### config.mk
export PLATFORM = sky130hd
export DESIGN_NAME = ssq_sequencer
export DESIGN_NICKNAME = d
export VERILOG_FILES = /design/src/rtl/ssq_sequencer.v
export VERILOG_INCLUDE_DIRS = /design/src /design/src/rtl
export SDC_FILE = /design/constraint.sdc
export NUM_CORES = 1
export LEC_CHECK = 0
export BUFFER_PORTS_ARGS = -buffer_cell sky130_fd_sc_hd__buf_2
export CAP_MARGIN = 15
export CORE_MARGIN = 2
export CORE_UTILIZATION = 35
export CTS_CLUSTER_SIZE = 14
export DETAILED_ROUTE_END_ITERATION = 8
export PLACE_DENSITY = 0.62
export SYNTH_ARGS = -nofsm -noshare
export SYNTH_HDL_FRONTEND = slang
export SYNTH_SLANG_ARGS = --single-unit
### constraint.sdc
create_clock -name clk_sys -period 9.6 [get_ports clk_sys]
set_input_delay 0 -clock clk_sys [delete_from_list [all_inputs] [get_ports clk_sys]]
set_output_delay 0 -clock clk_sys [all_outputs]
set_load 0.05 [all_outputs]
### src/rtl/ssq_defs.vh
// Register offsets, field positions, reset values and timing figures of the strain measurement sequencer.
`ifndef SSQ_DEFS_VH
`define SSQ_DEFS_VH

// Register addresses on the plain register port.
`define SSQ_ADDR_CFG0 4'h0
`define SSQ_ADDR_CFG2 4'h2
`define SSQ_ADDR_RESULT 4'h3
`define SSQ_ADDR_OFFSET 4'h4
`define SSQ_ADDR_IRQ_STATUS 4'h5
`define SSQ_ADDR_IRQ_MASK 4'h6

// Configuration register 0 fields.
`define SSQ_CFG0_SINGLE_BIT 0
`define SSQ_CFG0_TRATE_LSB 1
`define SSQ_CFG0_OFFSUB_BIT 7
`define SSQ_CFG0_SPEED1_LSB 8
`define SSQ_CFG0_SPEED2_LSB 10
`define SSQ_CFG0_RESET 24'h000502

// Configuration register 2 fields.
`define SSQ_CFG2_AVG_LSB 4
`define SSQ_CFG2_WARM_LSB 8
`define SSQ_CFG2_DUMMY_LSB 12
`define SSQ_CFG2_RESET 24'h000000

// Status register 2 fields: temperature ratio and shared memory conflict.
`define SSQ_STAT2_CONFLICT_BIT 19
`define SSQ_TEMP_FRAC_BITS 14

// Interrupt status bits.
`define SSQ_IRQ_DONE_BIT 0
`define SSQ_IRQ_TIMEOUT_BIT 1
`define SSQ_IRQ_CONFLICT_BIT 2
`define SSQ_IRQ_OFFSET_BIT 3

// Timing figures.
`define SSQ_CLK_PERIOD_NS 100
`define SSQ_TDC_MIN_NS 1500

`endif

### src/rtl/ssq_sequencer.v
// Measurement sequencer with warm-up, dummy, auto-offset, temperature ratio and shared memory supervision.
`timescale 1ns/1ps
`include "ssq_defs.vh"

module ssq_sequencer #(
   parameter DATA_W = 24,
   parameter TIME_W = 16
) (
   input wire clk_sys,
   input wire rstn,
   input wire [3:0] reg_addr,
   input wire [23:0] reg_wdata,
   input wire reg_wr,
   input wire reg_rd,
   output reg [23:0] reg_rdata,
   input wire start_measure_opcode,
   input wire init_opcode,
   output reg meas_start,
   output reg meas_with_temp,
   output reg post_process_en,
   input wire meas_done,
   input wire [DATA_W-1:0] meas_value,
   input wire [TIME_W-1:0] disch_time,
   input wire [TIME_W-1:0] temp_sensor_time,
   input wire [TIME_W-1:0] temp_ref_time,
   input wire first_arith_ram_req,
   input wire second_arith_ram_req,
   output wire [1:0] first_arith_speed,
   output wire [1:0] second_arith_speed,
   output wire speed_unsupported,
   output wire irq
);

   // Shortest resolvable discharge time in clock cycles, rounded up.
   localparam [TIME_W-1:0] TMIN_CYC = (`SSQ_TDC_MIN_NS + `SSQ_CLK_PERIOD_NS - 1) / `SSQ_CLK_PERIOD_NS;
   localparam ACC_W = DATA_W + 7;

   // Sequencer states.
   localparam [2:0] S_IDLE = 3'h0;
   localparam [2:0] S_START = 3'h1;
   localparam [2:0] S_WAIT = 3'h2;
   localparam [2:0] S_DIV = 3'h3;
   localparam [2:0] S_NEXT = 3'h4;

   // Phases after init.
   localparam [1:0] P_WARM = 2'h0;
   localparam [1:0] P_DUMMY = 2'h1;
   localparam [1:0] P_OFFS = 2'h2;
   localparam [1:0] P_RUN = 2'h3;

   // Warm-up cycle count from its three-bit field.
   function [10:0] warm_cycles;
      input [2:0] f;
      begin
         if (f == 3'h0) begin
            warm_cycles = 11'h000;
         end else begin
            warm_cycles = 11'h010 << (f - 3'h1);
         end
      end
   endfunction

   // Dummy measurement count from its two-bit field.
   function [10:0] dummy_cycles;
      input [1:0] f;
      begin
         dummy_cycles = (f == 2'h3) ? 11'h004 : {9'h000, f};
      end
   endfunction

   reg [23:0] cfg0_reg;
   reg [23:0] cfg2_reg;
   reg [15:0] temp_reg;
   reg conflict_reg;
   reg [DATA_W-1:0] result_reg;
   reg [DATA_W-1:0] offset_reg;
   reg [3:0] irq_status_reg;
   reg [3:0] irq_mask_reg;
   reg [2:0] state_reg;
   reg [1:0] phase_reg;
   reg [10:0] cnt_reg;
   reg [ACC_W-1:0] acc_reg;
   reg [3:0] trate_cnt_reg;
   reg run_active_reg;
   reg [29:0] dividend_reg;
   reg [TIME_W:0] rem_reg;
   reg [15:0] quot_reg;
   reg [4:0] div_cnt_reg;
   reg div_sat_reg;
   reg [TIME_W-1:0] ref_reg;
   reg [3:0] ev_set;

   wire single_conv = cfg0_reg[`SSQ_CFG0_SINGLE_BIT];
   wire [1:0] trate = cfg0_reg[`SSQ_CFG0_TRATE_LSB +: 2];
   wire offs_en = cfg0_reg[`SSQ_CFG0_OFFSUB_BIT];
   wire [2:0] avg_f = cfg2_reg[`SSQ_CFG2_AVG_LSB +: 3];
   wire [2:0] warm_f = cfg2_reg[`SSQ_CFG2_WARM_LSB +: 3];
   wire [1:0] dummy_f = cfg2_reg[`SSQ_CFG2_DUMMY_LSB +: 2];
   wire [10:0] avg_count = 11'h001 << avg_f;
   wire [ACC_W-1:0] meas_ext = {{7{meas_value[DATA_W-1]}}, meas_value};
   wire [ACC_W-1:0] acc_sum = acc_reg + meas_ext;
   wire [ACC_W-1:0] acc_avg = $signed(acc_sum) >>> avg_f;
   wire [TIME_W:0] rem_shift = {rem_reg[TIME_W-1:0], dividend_reg[29]};
   wire rem_ge = rem_shift >= {1'b0, ref_reg};

   assign first_arith_speed = cfg0_reg[`SSQ_CFG0_SPEED1_LSB +: 2];
   assign second_arith_speed = cfg0_reg[`SSQ_CFG0_SPEED2_LSB +: 2];
   assign speed_unsupported = (first_arith_speed == 2'h0) || (second_arith_speed == 2'h0);

   // Level interrupt from unmasked sticky status bits.
   assign irq = |(irq_status_reg & irq_mask_reg);

   wire temp_now = (trate == 2'h1) || (trate == 2'h2 && trate_cnt_reg == 4'h0) ||
                   (trate == 2'h3 && trate_cnt_reg == 4'h0);
   wire [3:0] trate_wrap = (trate == 2'h2) ? 4'h5 : 4'h8;

   // Configuration writes; speed fields reset to option 1.
   always @(posedge clk_sys) begin
      if (!rstn) begin
         cfg0_reg <= `SSQ_CFG0_RESET;
         cfg2_reg <= `SSQ_CFG2_RESET;
         irq_mask_reg <= 4'h0;
      end else if (reg_wr) begin
         if (reg_addr == `SSQ_ADDR_CFG0) begin
            cfg0_reg <= reg_wdata;
         end
         if (reg_addr == `SSQ_ADDR_CFG2) begin
            cfg2_reg <= reg_wdata;
         end
         if (reg_addr == `SSQ_ADDR_IRQ_MASK) begin
            irq_mask_reg <= reg_wdata[3:0];
         end
      end
   end

   // Read data stands in the cycle after the read strobe; unmapped reads give zero.
   always @(posedge clk_sys) begin
      if (!rstn) begin
         reg_rdata <= 24'h000000;
      end else if (reg_rd) begin
         case (reg_addr)
            `SSQ_ADDR_CFG0: reg_rdata <= cfg0_reg;
            `SSQ_ADDR_CFG2: reg_rdata <= {4'h0, conflict_reg, 3'h0, temp_reg};
            `SSQ_ADDR_RESULT: reg_rdata <= result_reg;
            `SSQ_ADDR_OFFSET: reg_rdata <= offset_reg;
            `SSQ_ADDR_IRQ_STATUS: reg_rdata <= {20'h00000, irq_status_reg};
            `SSQ_ADDR_IRQ_MASK: reg_rdata <= {20'h00000, irq_mask_reg};
            default: reg_rdata <= 24'h000000;
         endcase
      end else begin
         reg_rdata <= 24'h000000;
      end
   end

   // Sticky status: a new event wins over the clearing read.
   always @(posedge clk_sys) begin
      if (!rstn) begin
         irq_status_reg <= 4'h0;
      end else if (reg_rd && reg_addr == `SSQ_ADDR_IRQ_STATUS) begin
         irq_status_reg <= ev_set;
      end else begin
         irq_status_reg <= irq_status_reg | ev_set;
      end
   end

   wire ram_clash = first_arith_ram_req && second_arith_ram_req;

   always @(posedge clk_sys) begin
      if (!rstn || init_opcode) begin
         conflict_reg <= 1'b0;
      end else if (ram_clash) begin
         conflict_reg <= 1'b1;
      end
   end

   // Event pulses gathered for the status register.
   always @* begin
      ev_set = 4'h0;
      ev_set[`SSQ_IRQ_CONFLICT_BIT] = ram_clash;
      if (state_reg == S_WAIT && meas_done) begin
         ev_set[`SSQ_IRQ_TIMEOUT_BIT] = disch_time < TMIN_CYC;
         ev_set[`SSQ_IRQ_DONE_BIT] = (disch_time >= TMIN_CYC) && (phase_reg == P_RUN);
         ev_set[`SSQ_IRQ_OFFSET_BIT] = (disch_time >= TMIN_CYC) && (phase_reg == P_OFFS) &&
                                      (cnt_reg == 11'h001) && !single_conv;
      end
   end

   // Main sequence: phases, measurement launch, completion and temperature division.
   always @(posedge clk_sys) begin
      meas_start <= 1'b0;
      if (!rstn || init_opcode) begin
         state_reg <= S_IDLE;
         phase_reg <= P_WARM;
         cnt_reg <= 11'h000;
         run_active_reg <= 1'b0;
         acc_reg <= {ACC_W{1'b0}};
         trate_cnt_reg <= 4'h0;
         meas_with_temp <= 1'b0;
         post_process_en <= 1'b0;
         div_cnt_reg <= 5'h00;
         dividend_reg <= 30'h00000000;
         rem_reg <= {(TIME_W+1){1'b0}};
         quot_reg <= 16'h0000;
         div_sat_reg <= 1'b0;
         if (!rstn) begin
            offset_reg <= {DATA_W{1'b0}};
            result_reg <= {DATA_W{1'b0}};
            temp_reg <= 16'h0000;
         end
      end else begin
         case (state_reg)
            S_IDLE: begin
               if (start_measure_opcode) begin
                  state_reg <= S_START;
                  if (!run_active_reg) begin
                     cnt_reg <= warm_cycles(warm_f);
                     run_active_reg <= 1'b1;
                  end
               end
            end
            S_START: begin
               case (phase_reg)
                  P_WARM: begin
                     if (cnt_reg == 11'h000) begin
                        phase_reg <= P_DUMMY;
                        cnt_reg <= dummy_cycles(dummy_f);
                     end else begin
                        meas_start <= 1'b1;
                        meas_with_temp <= 1'b0;
                        post_process_en <= 1'b0;
                        state_reg <= S_WAIT;
                     end
                  end
                  P_DUMMY: begin
                     if (cnt_reg == 11'h000) begin
                        phase_reg <= offs_en ? P_OFFS : P_RUN;
                        cnt_reg <= avg_count;
                        acc_reg <= {ACC_W{1'b0}};
                     end else begin
                        meas_start <= 1'b1;
                        meas_with_temp <= 1'b0;
                        post_process_en <= 1'b0;
                        state_reg <= S_WAIT;
                     end
                  end
                  default: begin
                     meas_start <= 1'b1;
                     meas_with_temp <= (phase_reg == P_RUN) && temp_now;
                     post_process_en <= 1'b1;
                     state_reg <= S_WAIT;
                  end
               endcase
            end
            S_WAIT: begin
               if (meas_done) begin
                  state_reg <= S_NEXT;
                  if (phase_reg != P_RUN) begin
                     cnt_reg <= cnt_reg - 11'h001;
                  end
                  if (disch_time < TMIN_CYC) begin
                     state_reg <= S_NEXT;
                  end else if (phase_reg == P_OFFS) begin
                     acc_reg <= acc_sum;
                     if (cnt_reg == 11'h001) begin
                        offset_reg <= acc_avg[DATA_W-1:0];
                        phase_reg <= P_RUN;
                     end
                  end else if (phase_reg == P_RUN) begin
                     result_reg <= offs_en ? meas_value - offset_reg : meas_value;
                     if (trate != 2'h0) begin
                        trate_cnt_reg <= (trate_cnt_reg >= trate_wrap) ? 4'h0 : trate_cnt_reg + 4'h1;
                     end
                     if (meas_with_temp) begin
                        state_reg <= S_DIV;
                        dividend_reg <= {temp_sensor_time, 14'h0000};
                        rem_reg <= {(TIME_W+1){1'b0}};
                        ref_reg <= temp_ref_time; // Reference time is valid only in the done cycle.
                        div_cnt_reg <= 5'h1E;
                        div_sat_reg <= (temp_ref_time == {TIME_W{1'b0}}) ||
                                       (temp_sensor_time[TIME_W-1:2] >= temp_ref_time);
                     end
                  end
               end
            end
            S_DIV: begin
               // sensor over reference ratio, fourteen fraction bits
               rem_reg <= rem_ge ? rem_shift - {1'b0, ref_reg} : rem_shift;
               quot_reg <= {quot_reg[14:0], rem_ge};
               dividend_reg <= {dividend_reg[28:0], 1'b0};
               div_cnt_reg <= div_cnt_reg - 5'h01;
               if (div_cnt_reg == 5'h01) begin
                  temp_reg <= div_sat_reg ? 16'hFFFF : {quot_reg[14:0], rem_ge};
                  state_reg <= S_NEXT;
               end
            end
            S_NEXT: begin
               post_process_en <= 1'b0;
               meas_with_temp <= 1'b0;
               // single mode waits for host start on offset and real measurements
               if (single_conv && (phase_reg == P_OFFS || phase_reg == P_RUN)) begin
                  state_reg <= S_IDLE;
               end else begin
                  state_reg <= S_START;
               end
            end
            default: state_reg <= S_IDLE;
         endcase
      end
   end
endmodule // ssq_sequencer

; ---- Word level (Yosys, flattened, before mapping)
; Cells that the tools add are included.
[totals]
reg_bits = 273
inputBits = 109
output_inout_bits = 33
wordCells = 231
[classes]
n_addsub = 7
n_lt_le_gt_ge = 5
n_eq_ne = 39
shifts = 3
mux = 87
bitwise_logic = 6
reduce_logical = 60
[op_table]
columns = op, n
row1 = 24-bit 2-to-1 mux, 14
row2 = 16-bit 2-to-1 mux, 11
row3 = 31-bit 2-to-1 mux, 5
row4 = 30-bit 2-to-1 mux, 5
row5 = 24-bit case mux with 6 select lines, 1
row6 = 11-bit 2-to-1 mux, 7
row7 = 31-bit case mux with 2 select lines, 1
row8 = 30-bit case mux with 2 select lines, 1
row9 = 6-bit AND reduction, 6
row10 = 11-bit case mux with 3 select lines, 1
row11 = 16-bit case mux with 2 select lines, 1
row12 = 31-bit adder, 1
row13 = 31-bit by 3-bit >>> shifter with 24-bit output, 1
row14 = 3-bit 2-to-1 mux, 10
row15 = "2-bit inequality test, second input constant", 13
row16 = 5-bit 2-to-1 mux, 5
row17 = 24-bit subtractor, 1
row18 = 11-bit case mux with 2 select lines, 1
row19 = 2-bit nonzero test, 11
row20 = 17-bit by 16-bit greater-or-equal comparator with 1-bit output, 1
row21 = 14-bit by 16-bit greater-or-equal comparator with 1-bit output, 1
row22 = "16-bit by 4-bit greater-or-equal comparator with 1-bit output, second input constant", 1
row23 = 16-bit zero test, 1
row24 = "16-bit by 4-bit less-than comparator with 1-bit output, second input constant", 1
row25 = other kinds (45), 106

; ---- Depth between registers and ports, before layout
; Gate-level depths: netlist of the first run.
[logic_depth]
ltp_word = 8
ltp_mapped = 12
depth_no_buf = 12

; ---- Least setup slack after synthesis of the first run
; No wires, ideal clock.
[synth_path]
kind = register to register
from = register acc_reg[0]
to = register offset_reg[23], data pin
setup_time_ps = 190
arrival_time_ps = 2905
required_time_ps = 9410
setup_slack_ps = 6504
path_stages_with_launch = 12
n_path_buf = 0
synth_period_minus_slack_ps = 3096
path_cell_list = dfxtp_1 -> ha_1 -> fa_1 -> a211oi_2 -> o211ai_2 -> a41oi_4 -> o21a_1 -> nand2_1 -> o311ai_1 -> xor2_1 -> a221o_1 -> a2111oi_2
[synth_via]
elab_chain_len = 8
[synth_lines]
columns = item, line
row1 = start: declaration, ssq_sequencer.v:82  ; reg [ACC_W-1:0] acc_reg;
row2 = start signal: assignment, ssq_sequencer.v:196  ; acc_reg <= {ACC_W{1'b0}};
row3 = start signal: assignment, ssq_sequencer.v:238  ; acc_reg <= {ACC_W{1'b0}};
row4 = start signal: assignment, ssq_sequencer.v:263  ; acc_reg <= acc_sum;
row5 = 31-bit adder, ssq_sequencer.v:101  ; wire [ACC_W-1:0] acc_sum = acc_reg + meas_ext;
row6 = 31-bit by 3-bit >>> shifter with 24-bit output, ssq_sequencer.v:102  ; wire [ACC_W-1:0] acc_avg = $signed(acc_sum) >>> avg_f;
row7 = 24-bit 2-to-1 mux, ssq_sequencer.v:264  ; if (cnt_reg == 11'h001) begin
row8 = 24-bit 2-to-1 mux, ssq_sequencer.v:262  ; end else if (phase_reg == P_OFFS) begin
row9 = 24-bit 2-to-1 mux, ssq_sequencer.v:260  ; if (disch_time < TMIN_CYC) begin
row10 = 24-bit 2-to-1 mux, ssq_sequencer.v:255  ; if (meas_done) begin
row11 = 24-bit 2-to-1 mux, ssq_sequencer.v:211  ; case (state_reg)
row12 = 24-bit 2-to-1 mux, ssq_sequencer.v:191  ; if (!rstn || init_opcode) begin
row13 = end signal: assignment, ssq_sequencer.v:206  ; offset_reg <= {DATA_W{1'b0}};
row14 = end signal: assignment, ssq_sequencer.v:265  ; offset_reg <= acc_avg[DATA_W-1:0];
row15 = end: declaration, ssq_sequencer.v:76  ; reg [DATA_W-1:0] offset_reg;
; Every way passes these cells. The select of a mux whose other input is x is not followed.
; A chain may end at the register's enable or synchronous reset.

; ---- Final worst setup path of the first run
; Ends and elaborated chain as after synthesis.

==> flow_metrics.env, run 1 <==
export IMPL_outcome="completed"
export IMPL_synthMuxAreaShare=0.0352
export IMPL_worstRegToRegCells=11
export IMPL_async_reset_ff_frac=0
export IMPL_fin_crit_ns=3.45
export IMPL_syn_num_nets=2004
export IMPL_synth_top_family_by_area="compound AO/OA/AOI/OAI gates"
export IMPL_ys_top_cells_by_area="dfxtp_1 22%, edfxtp_1 15%, ha_1 7.5%"
export IMPL_path_class="register to register"
export IMPL_clock_path_buffers=3
export IMPL_grtUsageTotal=0.201
export IMPL_viasPerCell=5.62
export IMPL_synthFlopType="dfxtp_1"
export IMPL_syn_area_per_cell_um2=8.63
export IMPL_cts_tree="built"
export IMPL_drc=0
export IMPL_gp_congestion=0.903
export IMPL_startpoint_type="register"
export IMPL_post_cts_buffers=0
export IMPL_fin_setup_tns_ns=0
export IMPL_die_area_mm2=0.0460
export IMPL_nFillCells=4251
export IMPL_clock_latency_ns=0.57
export IMPL_finalNonFillerCells=2599
export IMPL_largest_reg_flops=31
export IMPL_worst_pin_slew_ns=1.18
export IMPL_synth_distinct_cells=97
export IMPL_synth_most_common_cell="nor2_1"
export IMPL_cts_clk_slew_worst_paths_ns=0.06
export IMPL_drt_initial_drc_count=1372
export IMPL_fmax_mhz=289
export IMPL_synthAdderAreaFrac=0.0789
export IMPL_synth_seq_cells=253
export IMPL_synth_top_area_share=0.223
export IMPL_die_x_um=215
export IMPL_floorplan_initialDensity=0.352
export IMPL_wire_per_inst_um=18.5
export IMPL_portBuffers=141
export IMPL_drt_total_wl_um=48100
export IMPL_hp_class="input pin to register"
export IMPL_grt_pass1_vias=13900
export IMPL_grt_pass1_wl_um=75700
export IMPL_area_delta_synth_final_pct=20.1
export IMPL_synth_simple_gate_area_share=0.178
export IMPL_rsz0062_at_grt="false"
export IMPL_critical_path_required_ns=9.98
export IMPL_max_vdd_ir_drop_mv=0.120
export IMPL_cp_max_fo=8
export IMPL_powerDensity_mw_per_mm2=138
export IMPL_slew_headroom=0.208
export IMPL_cts_buffers_inserted=28
export IMPL_grt_max_degree=80
export IMPL_skew_ns=0.0198
export IMPL_grt_antenna_before_repair=1
export IMPL_die_h_um=215
export IMPL_leakage_uw=0.00737
export IMPL_fin_util=0.423
export IMPL_final_hold_viol_count=0
export IMPL_synth_area_mm2=0.0155
export IMPL_ant_nets=0
export IMPL_min_path_cells=3
export IMPL_h_tree_depth=1
export IMPL_synth_xor_area_share=0.0309
export IMPL_drive_above_1_share=0.129
export IMPL_firstDrtPassIters=7
export IMPL_io_pins=142
export IMPL_final_max_slew_violation_count=0
export IMPL_drv_cap=0
export IMPL_critPathArrivalTime_ns=3.83
export IMPL_coreArea_mm2=0.0440
export IMPL_yosys_top_cells_count="210 x nor2_1, 184 x nand2_1, 173 x dfxtp_1"
export IMPL_cts_resized=0
export IMPL_synth_area_leader_cell="dfxtp_1"
export IMPL_synth_compound_area_frac=0.248
export IMPL_hold_buffers=95
export IMPL_endpoint_kind="register"
export IMPL_vias=14600
export IMPL_clockRootBuffer="clkbuf_16"
export IMPL_period_share=0.360
export IMPL_setup_violations_final=0
export IMPL_yosys_warnings=0
export IMPL_dp_cells=2449
export IMPL_clock_sinks=253
export IMPL_overflow=0
export IMPL_dp_hpwl_um=34500
export IMPL_final_nets=2188
export IMPL_synth_edf_count=80
export IMPL_synthCells=1799
export IMPL_yosysSeqAreaShare=0.378
export IMPL_row_count=77
[layer usage]
layer | wire (um) | share of wire | up-vias | global-route usage
met5 | 13 | 0.00027 | - | 0
met4 | 1420 | 0.030 | 2 | 0.0671
met3 | 3040 | 0.063 | 103 | 0.0262
met2 | 21600 | 0.45 | 511 | 0.323
met1 | 22000 | 0.46 | 6998 | 0.279
li1 | - | - | 6987 | -
[worst max-delay path, stage by stage (launching register included)]
cell       delay, ns
dfxtp_1         0.31
ha_1            0.22
fa_1            0.45
a211oi_2        0.30
o211ai_2        0.16
a41oi_4         0.41
o21a_1          0.24
nand2_1         0.07
o311ai_1        0.47
xor2_1          0.13
a221o_1         0.32
a2111oi_2       0.19
[cell families (layout without fill, tap and decap cells)]
logic type               after synthesis  count (layout)
flip-flops                           253             253
AND/OR/NAND/NOR                      607             607
multiplexers                          50              50
XOR/XNOR                              53              53
other                                  0               2
buffers and inverters                192             398
AO/OA/AOI/OAI                        548             548
adder cells (fa/ha/maj)               96              96
[final timing paths]
| path | start | end | slack, ns |
|---|---|---|---|
| worst max register to register | acc_reg[0] | offset_reg[23] | 6.15 |
| worst min-delay path | rstn | cfg0_reg[9] | 0.02 |
| worst min register to register | cnt_reg[4] | cnt_reg[4] | 0.46 |
| worst max-delay path | acc_reg[0] | offset_reg[23] | 6.15 |
[layout by cell type (no fill, tap or decap), types with 30 or more instances in the layout]
cell	instances
nor2_1	208
o21ai_0	63
xnor2_1	32
buf_2	141
inv_1	85
edfxtp_1	80
nor2b_1	32
a21boi_0	30
mux2i_1	40
ha_1	93
clkbuf_16	32
a22oi_1	76
dlygate4sd3_1	95
dfxtp_1	173
nand2_1	184
a21oi_1	122
nand3_1	37
nor3_1	38
[layout make-up]
| cell class | instances | area (um^2) | share of cell area |
|---|---|---|---|
| timing repair buffer | 256 | 1810 | 0.0970 |
| multi-input combinational | 1354 | 8900 | 0.478 |
| antenna | 2 | 5.00 | 0.000269 |
| inverter | 90 | 338 | 0.0181 |
| clock buffer | 41 | 875 | 0.0469 |
| clock inverter | 11 | 97.6 | 0.00524 |
| sequential | 253 | 5870 | 0.315 |
| tap | 592 | 741 | 0.0398 |
[per-stage QoR]
| step | area (um^2) | setup WS (ns) | power [uW] | hold WS [ns] |
|---|---|---|---|---|
| 5_1_grt | 18600 | 5.85 | 2660 | 0.0464 |
| 3_3_place_gp | 16700 | 6.20 | 1430 | 0.219 |
| 4_1_cts | 18600 | 6.14 | 2590 | 0.00271 |
| 6_report | 18600 | 6.15 | 2570 | 0.0190 |
| 3_5_place_dp | 16700 | 6.14 | 1440 | 0.221 |
| 2_1_floorplan | 15500 | 6.50 | 1340 | 0.0989 |
[report_power, final]
part	internal, uW	leakage [uW]	switching (uW)	total (uW)
registers	1120	0.00220	14.2	1140
logic	127	0.00470	184	311
clock network	660	0.000473	464	1120
total	1910	0.00737	662	2570
Power figures use the tool's default switching activity.
==> inputs of run 2 (changes only) <==
- clock period: 9.6 -> 3.4 ns (I/O delays scaled with it)
==> run 2 against run 1 <==
Cell area is 2.3% higher. Total power increased to 2.9 times the previous value. Combinational power rose to 2.9 times the previous value. Non-clock buffer count is 35 higher. Critical endpoint is now offset_reg[12]. Largest power group is now the clock network.
==> flow_metrics.env, run 2 (synthesis results as in run 1) <==
export IMPL_h_tree_depth=1
export IMPL_largest_reg_flops=31
export IMPL_die_x_um=215
export IMPL_clock_latency_ns=0.57
export IMPL_io_pins=142
export IMPL_die_area_mm2=0.0460
export IMPL_final_nets=2224
export IMPL_fmax_mhz=305
export IMPL_clock_path_buffers=3
export IMPL_portBuffers=141
export IMPL_drv_cap=0
export IMPL_critPathArrivalTime_ns=3.67
export IMPL_worstRegToRegCells=12
export IMPL_hp_class="input pin to register"
export IMPL_grt_pass1_wl_um=77500
export IMPL_period_share=0.964
export IMPL_cts_tree="built"
export IMPL_wire_per_inst_um=18.6
export IMPL_overflow=0
export IMPL_path_class="register to register"
export IMPL_critical_path_required_ns=3.79
export IMPL_floorplan_initialDensity=0.352
export IMPL_cp_startpoint="acc_reg[0]"
export IMPL_area_delta_synth_final_pct=22.8
export IMPL_fin_setup_tns_ns=0
export IMPL_vias=14800
export IMPL_grt_pass1_vias=14300
export IMPL_grtUsageTotal=0.206
export IMPL_startpoint_type="register"
export IMPL_viasPerCell=5.61
export IMPL_setup_violations_final=0
export IMPL_skew_ns=0.0189
export IMPL_regToRegStartpoint="acc_reg[0]"
export IMPL_final_max_slew_violation_count=0
export IMPL_gp_congestion=0.910
export IMPL_fin_crit_ns=3.28
export IMPL_endpoint_kind="register"
export IMPL_powerDensity_mw_per_mm2=396
export IMPL_min_path_cells=3
export IMPL_cts_buffers_inserted=29
export IMPL_dp_hpwl_um=35600
export IMPL_drt_initial_drc_count=1392
export IMPL_drc=0
export IMPL_final_common_cell="nor2_1"
export IMPL_cp_max_fo=5
export IMPL_firstDrtPassIters=5
export IMPL_nFillCells=4322
export IMPL_worst_pin_slew_ns=1.18
export IMPL_coreArea_mm2=0.0440
export IMPL_grt_antenna_before_repair=1
export IMPL_diodes=0
export IMPL_ant_nets=0
export IMPL_die_h_um=215
export IMPL_slew_headroom=0.210
export IMPL_leakage_uw=0.00762
export IMPL_clock_sinks=253
export IMPL_crit_end="offset_reg[12]"
export IMPL_postPlaceCellArea_mm2=0.0168
export IMPL_row_count=77
export IMPL_rsz0062_at_grt="false"
export IMPL_final_hold_viol_count=0
export IMPL_outcome="completed"
export IMPL_grt_max_degree=66
export IMPL_clockRootBuffer="clkbuf_16"
export IMPL_drive_above_1_share=0.142
export IMPL_reg2reg_slack_ns=0.12
export IMPL_drt_total_wl_um=49000
export IMPL_cts_clk_slew_worst_paths_ns=0.06
export IMPL_timing_rr_end="offset_reg[12]"
export IMPL_max_vdd_ir_drop_mv=0.380
export IMPL_fin_area_mm2=0.0191
export IMPL_final_cell_mix="208 x nor2_1, 184 x nand2_1, 173 x dfxtp_1"
## run 2: per-layer routing
layer | vias up | routed length, um | global-route usage
met5 | - | 16 | 0
met1 | 7044 | 22400 | 0.283
met3 | 118 | 2970 | 0.0278
li1 | 7076 | - | -
met2 | 526 | 21800 | 0.328
met4 | 2 | 1720 | 0.0799
## run 2: what timing repair did
action | CTS | global route
setup endpoints to repair | 0 | 16
hold buffers | 112 | 0
hold endpoints to repair | 105 | 0
gates resized for setup | 0 | 9
buffers inserted | 0 | 1
## run 2: final cells by class
class                      count  area (um^2)  area share
clock inverter                17          225      0.0118
sequential                   253         5870       0.308
tap                          592          741      0.0389
timing repair buffer         291         2120       0.111
multi-input combinational   1354         8950       0.470
inverter                      90          338      0.0177
clock buffer                  36          817      0.0429
## run 2: critical path: stages (launching register included)
cell and delay (ns):
dfxtp_1 0.31, ha_1 0.23, fa_2 0.39, a211oi_2 0.25, o211ai_2 0.16, a41oi_4 0.33, buf_4 0.20, o31ai_1 0.07
a21oi_1 0.23, xnor2_2 0.19, inv_2 0.04, mux4_2 0.50, o22ai_1 0.19
## run 2: metrics by stage
| step | setup slack [ns] | cells | power (uW) | hold WS, ns | util |
|---|---|---|---|---|---|
| final | 0.122 | 2633 | 7550 | 0.0301 | 0.433 |
| after floorplan | 0.304 | 1799 | 3790 | 0.0989 | - |
| after detailed placement | 0.0768 | 2467 | 4070 | 0.217 | 0.383 |
| after global routing | 0.0111 | 2633 | 7810 | 0.0575 | 0.433 |
| after CTS | 0.0465 | 2632 | 7580 | 0.00439 | 0.432 |
| after global placement | 0.135 | 2467 | 4060 | 0.214 | 0.383 |
## run 2: worst min-delay path by stage
stage	from	endpoint
after floorplan	temp_ref_time[0]	ref_reg[0]
after global placement	temp_ref_time[15]	ref_reg[15]
after detailed placement	temp_ref_time[15]	ref_reg[15]
after CTS	reg_rd	irq_status_reg[3]
after global routing	init_opcode	acc_reg[17]
final	init_opcode	acc_reg[17]
## run 2: where the power goes
group / internal, uW / leakage [uW] / total, uW / switching (uW)
clock network: 2080 / 0.000508 / 3430 / 1350
logic: 380 / 0.00492 / 910 / 529
registers: 3170 / 0.00220 / 3210 / 42.6
total: 5630 / 0.00762 / 7550 / 1920
==> inputs of run 3 (changes only) <==
- MAX_ROUTING_LAYER: not set -> met4
==> run 3 against run 2 <==
Critical path depth stayed put. Clock skew up 0.0060 ns. Fmax is 1.0% higher. Sequential share of layout area grew 0.41 points. Non-clock buffer count decreased by 19. Via count down 0.17%. Flip-flop and latch count unchanged. Largest cell class unchanged. Largest power group unchanged. Cell area down 1.3%. Register-to-register slack improved by 0.03 ns.
==> flow_metrics.env, run 3 (synthesis results as in run 1) <==
export IMPL_final_nets=2205
export IMPL_slew_headroom=0.245
export IMPL_final_common_cell="nor2_1"
export IMPL_grt_antenna_before_repair=1
export IMPL_io_pins=142
export IMPL_netSwitchingPower_uw=1880
export IMPL_final_hold_viol_count=0
export IMPL_fin_crit_ns=3.24
export IMPL_grtUsageTotal=0.212
export IMPL_cpPeakStageDelay_ns=0.50
export IMPL_cts_clk_slew_worst_paths_ns=0.06
export IMPL_clockRootBuffer="clkbuf_16"
export IMPL_vias=14700
export IMPL_die_area_mm2=0.0460
export IMPL_setup_violations_final=0
export IMPL_critPathArrivalTime_ns=3.64
export IMPL_hp_class="input pin to register"
export IMPL_drt_total_wl_um=49000
export IMPL_fin_setup_tns_ns=0
export IMPL_clock_latency_ns=0.57
export IMPL_die_h_um=215
export IMPL_gp_congestion=0.922
export IMPL_cts_buffers_inserted=29
export IMPL_seq_power_share=0.437
export IMPL_largest_reg_flops=31
export IMPL_fmax_mhz=308
export IMPL_cts_tree="built"
export IMPL_endpoint_kind="register"
export IMPL_critPathTopFamily="compound AO/OA/AOI/OAI gates"
export IMPL_crit_buf_inv=2
export IMPL_critPathSlowestCell="mux4_2"
export IMPL_ant_nets=0
export IMPL_leakage_uw=0.00748
export IMPL_coreArea_mm2=0.0440
export IMPL_portBuffers=141
export IMPL_pwr_share_clk=0.440
export IMPL_max_vdd_ir_drop_mv=0.405
export IMPL_viasPerCell=5.64
export IMPL_place_ws_ns=0.0829
export IMPL_row_count=77
export IMPL_floorplan_initialDensity=0.352
export IMPL_startpoint_type="register"
export IMPL_drc=0
export IMPL_period_share=0.954
export IMPL_dp_hpwl_um=35700
export IMPL_area_delta_synth_final_pct=21.2
export IMPL_outcome="completed"
export IMPL_die_x_um=215
export IMPL_power_total_uw=7350
export IMPL_grt_pass1_wl_um=77500
export IMPL_h_tree_depth=1
export IMPL_final_cell_mix="208 x nor2_1, 184 x nand2_1, 173 x dfxtp_1"
export IMPL_cp_max_fo=5
export IMPL_clock_path_buffers=3
export IMPL_final_max_slew_violation_count=0
export IMPL_sw_frac_of_total=0.256
export IMPL_critical_path_required_ns=3.80
export IMPL_drive_above_1_share=0.140
export IMPL_drt_initial_drc_count=1352
export IMPL_crit_chain="ha_1 > fa_2 > a211oi_2 > o211ai_2 > a41oi_4 > buf_4 > o31ai_1 > a21oi_1 > xnor2_2 > inv_2 > mux4_2 > o22ai_1"
export IMPL_worst_pin_slew_ns=1.13
export IMPL_overflow=0
export IMPL_drv_cap=0
export IMPL_firstDrtPassIters=6
export IMPL_fin_util=0.427
export IMPL_path_class="register to register"
export IMPL_powerDensity_mw_per_mm2=390
export IMPL_clock_sinks=253
export IMPL_power_internal_uw=5460
export IMPL_skew_ns=0.0249
export IMPL_grt_max_degree=66
export IMPL_grt_pass1_vias=14200
export IMPL_pwr_share_comb=0.123
export IMPL_wire_per_inst_um=18.7
export IMPL_finalWorstSetupSlack_ns=0.155
[run 3: changes by cell type in the layout (fill, tap and decap cells not counted), sizes merged]
| cell | before | now |
|---|---|---|
| buf | 179 | 177 |
| bufinv | 5 | 2 |
| clkinvlp | 3 | 1 |
| inv | 92 | 91 |
| diode | 0 | 1 |
| dlygate4sd3 | 112 | 95 |
| clkinv | 7 | 9 |
| clkbuf | 36 | 40 |
[run 3: layout make-up]
cell class	count	area (um^2)
fillers	4248	25200
multi-input cells	1354	8960
flip-flops and latches	253	5870
repair buffers	272	1930
clock buffers	40	861
well taps	592	741
inverters	90	338
clock inverters	13	123
diodes	1	2.50
[run 3: metal layers]
| layer | global-route usage | wire (um) |
|---|---|---|
| met5 | - | 0 |
| met4 | 0.0650 | 1260 |
| met3 | 0.0306 | 3260 |
| met2 | 0.336 | 22400 |
| met1 | 0.281 | 22100 |
[run 3: tightest hold or removal path, delay by kind of cell]
kind	cells	cell delay, ns
buf+inv	2	0.35
compound gates	1	0.09
[run 3: power groups by stage]
stage	combinational [uW]	sequential [uW]	clock, uW
finish	906	3210	3230
global route	989	3210	3410
CTS	884	3210	3280
detailed placement	798	3280	0
global placement	781	3270	0
floorplan	528	3260	0
[run 3: stage by stage]
stage | cell area (um^2) | cells | hold slack (ns)
3_5_place_dp | 16800 | 2465 | 0.223
3_3_place_gp | 16800 | 2465 | 0.214
4_1_cts | 18800 | 2613 | 0.0560
6_report | 18800 | 2615 | 0.0764
2_1_floorplan | 15500 | 1799 | 0.0989
5_1_grt | 18800 | 2615 | 0.0752
[run 3: path summary, 6_finish.rpt]
check / from / to / cells after the start / slack [ns]
max: acc_reg[0] / offset_reg[12] / 12 / 0.16
min: init_opcode / temp_reg[14] / 3 / 0.08
max reg2reg: acc_reg[0] / offset_reg[12] / 12 / 0.16
min reg2reg: quot_reg[14] / quot_reg[14] / 2 / 0.46
[run 3: repair_timing]
item                                    4_1_cts  5_1_grt
setup buffers                                 0        1
gates resized for setup                       0        9
endpoints found under the setup margin        0       14
hold buffers                                 95        0
hold endpoints to repair                    105        0
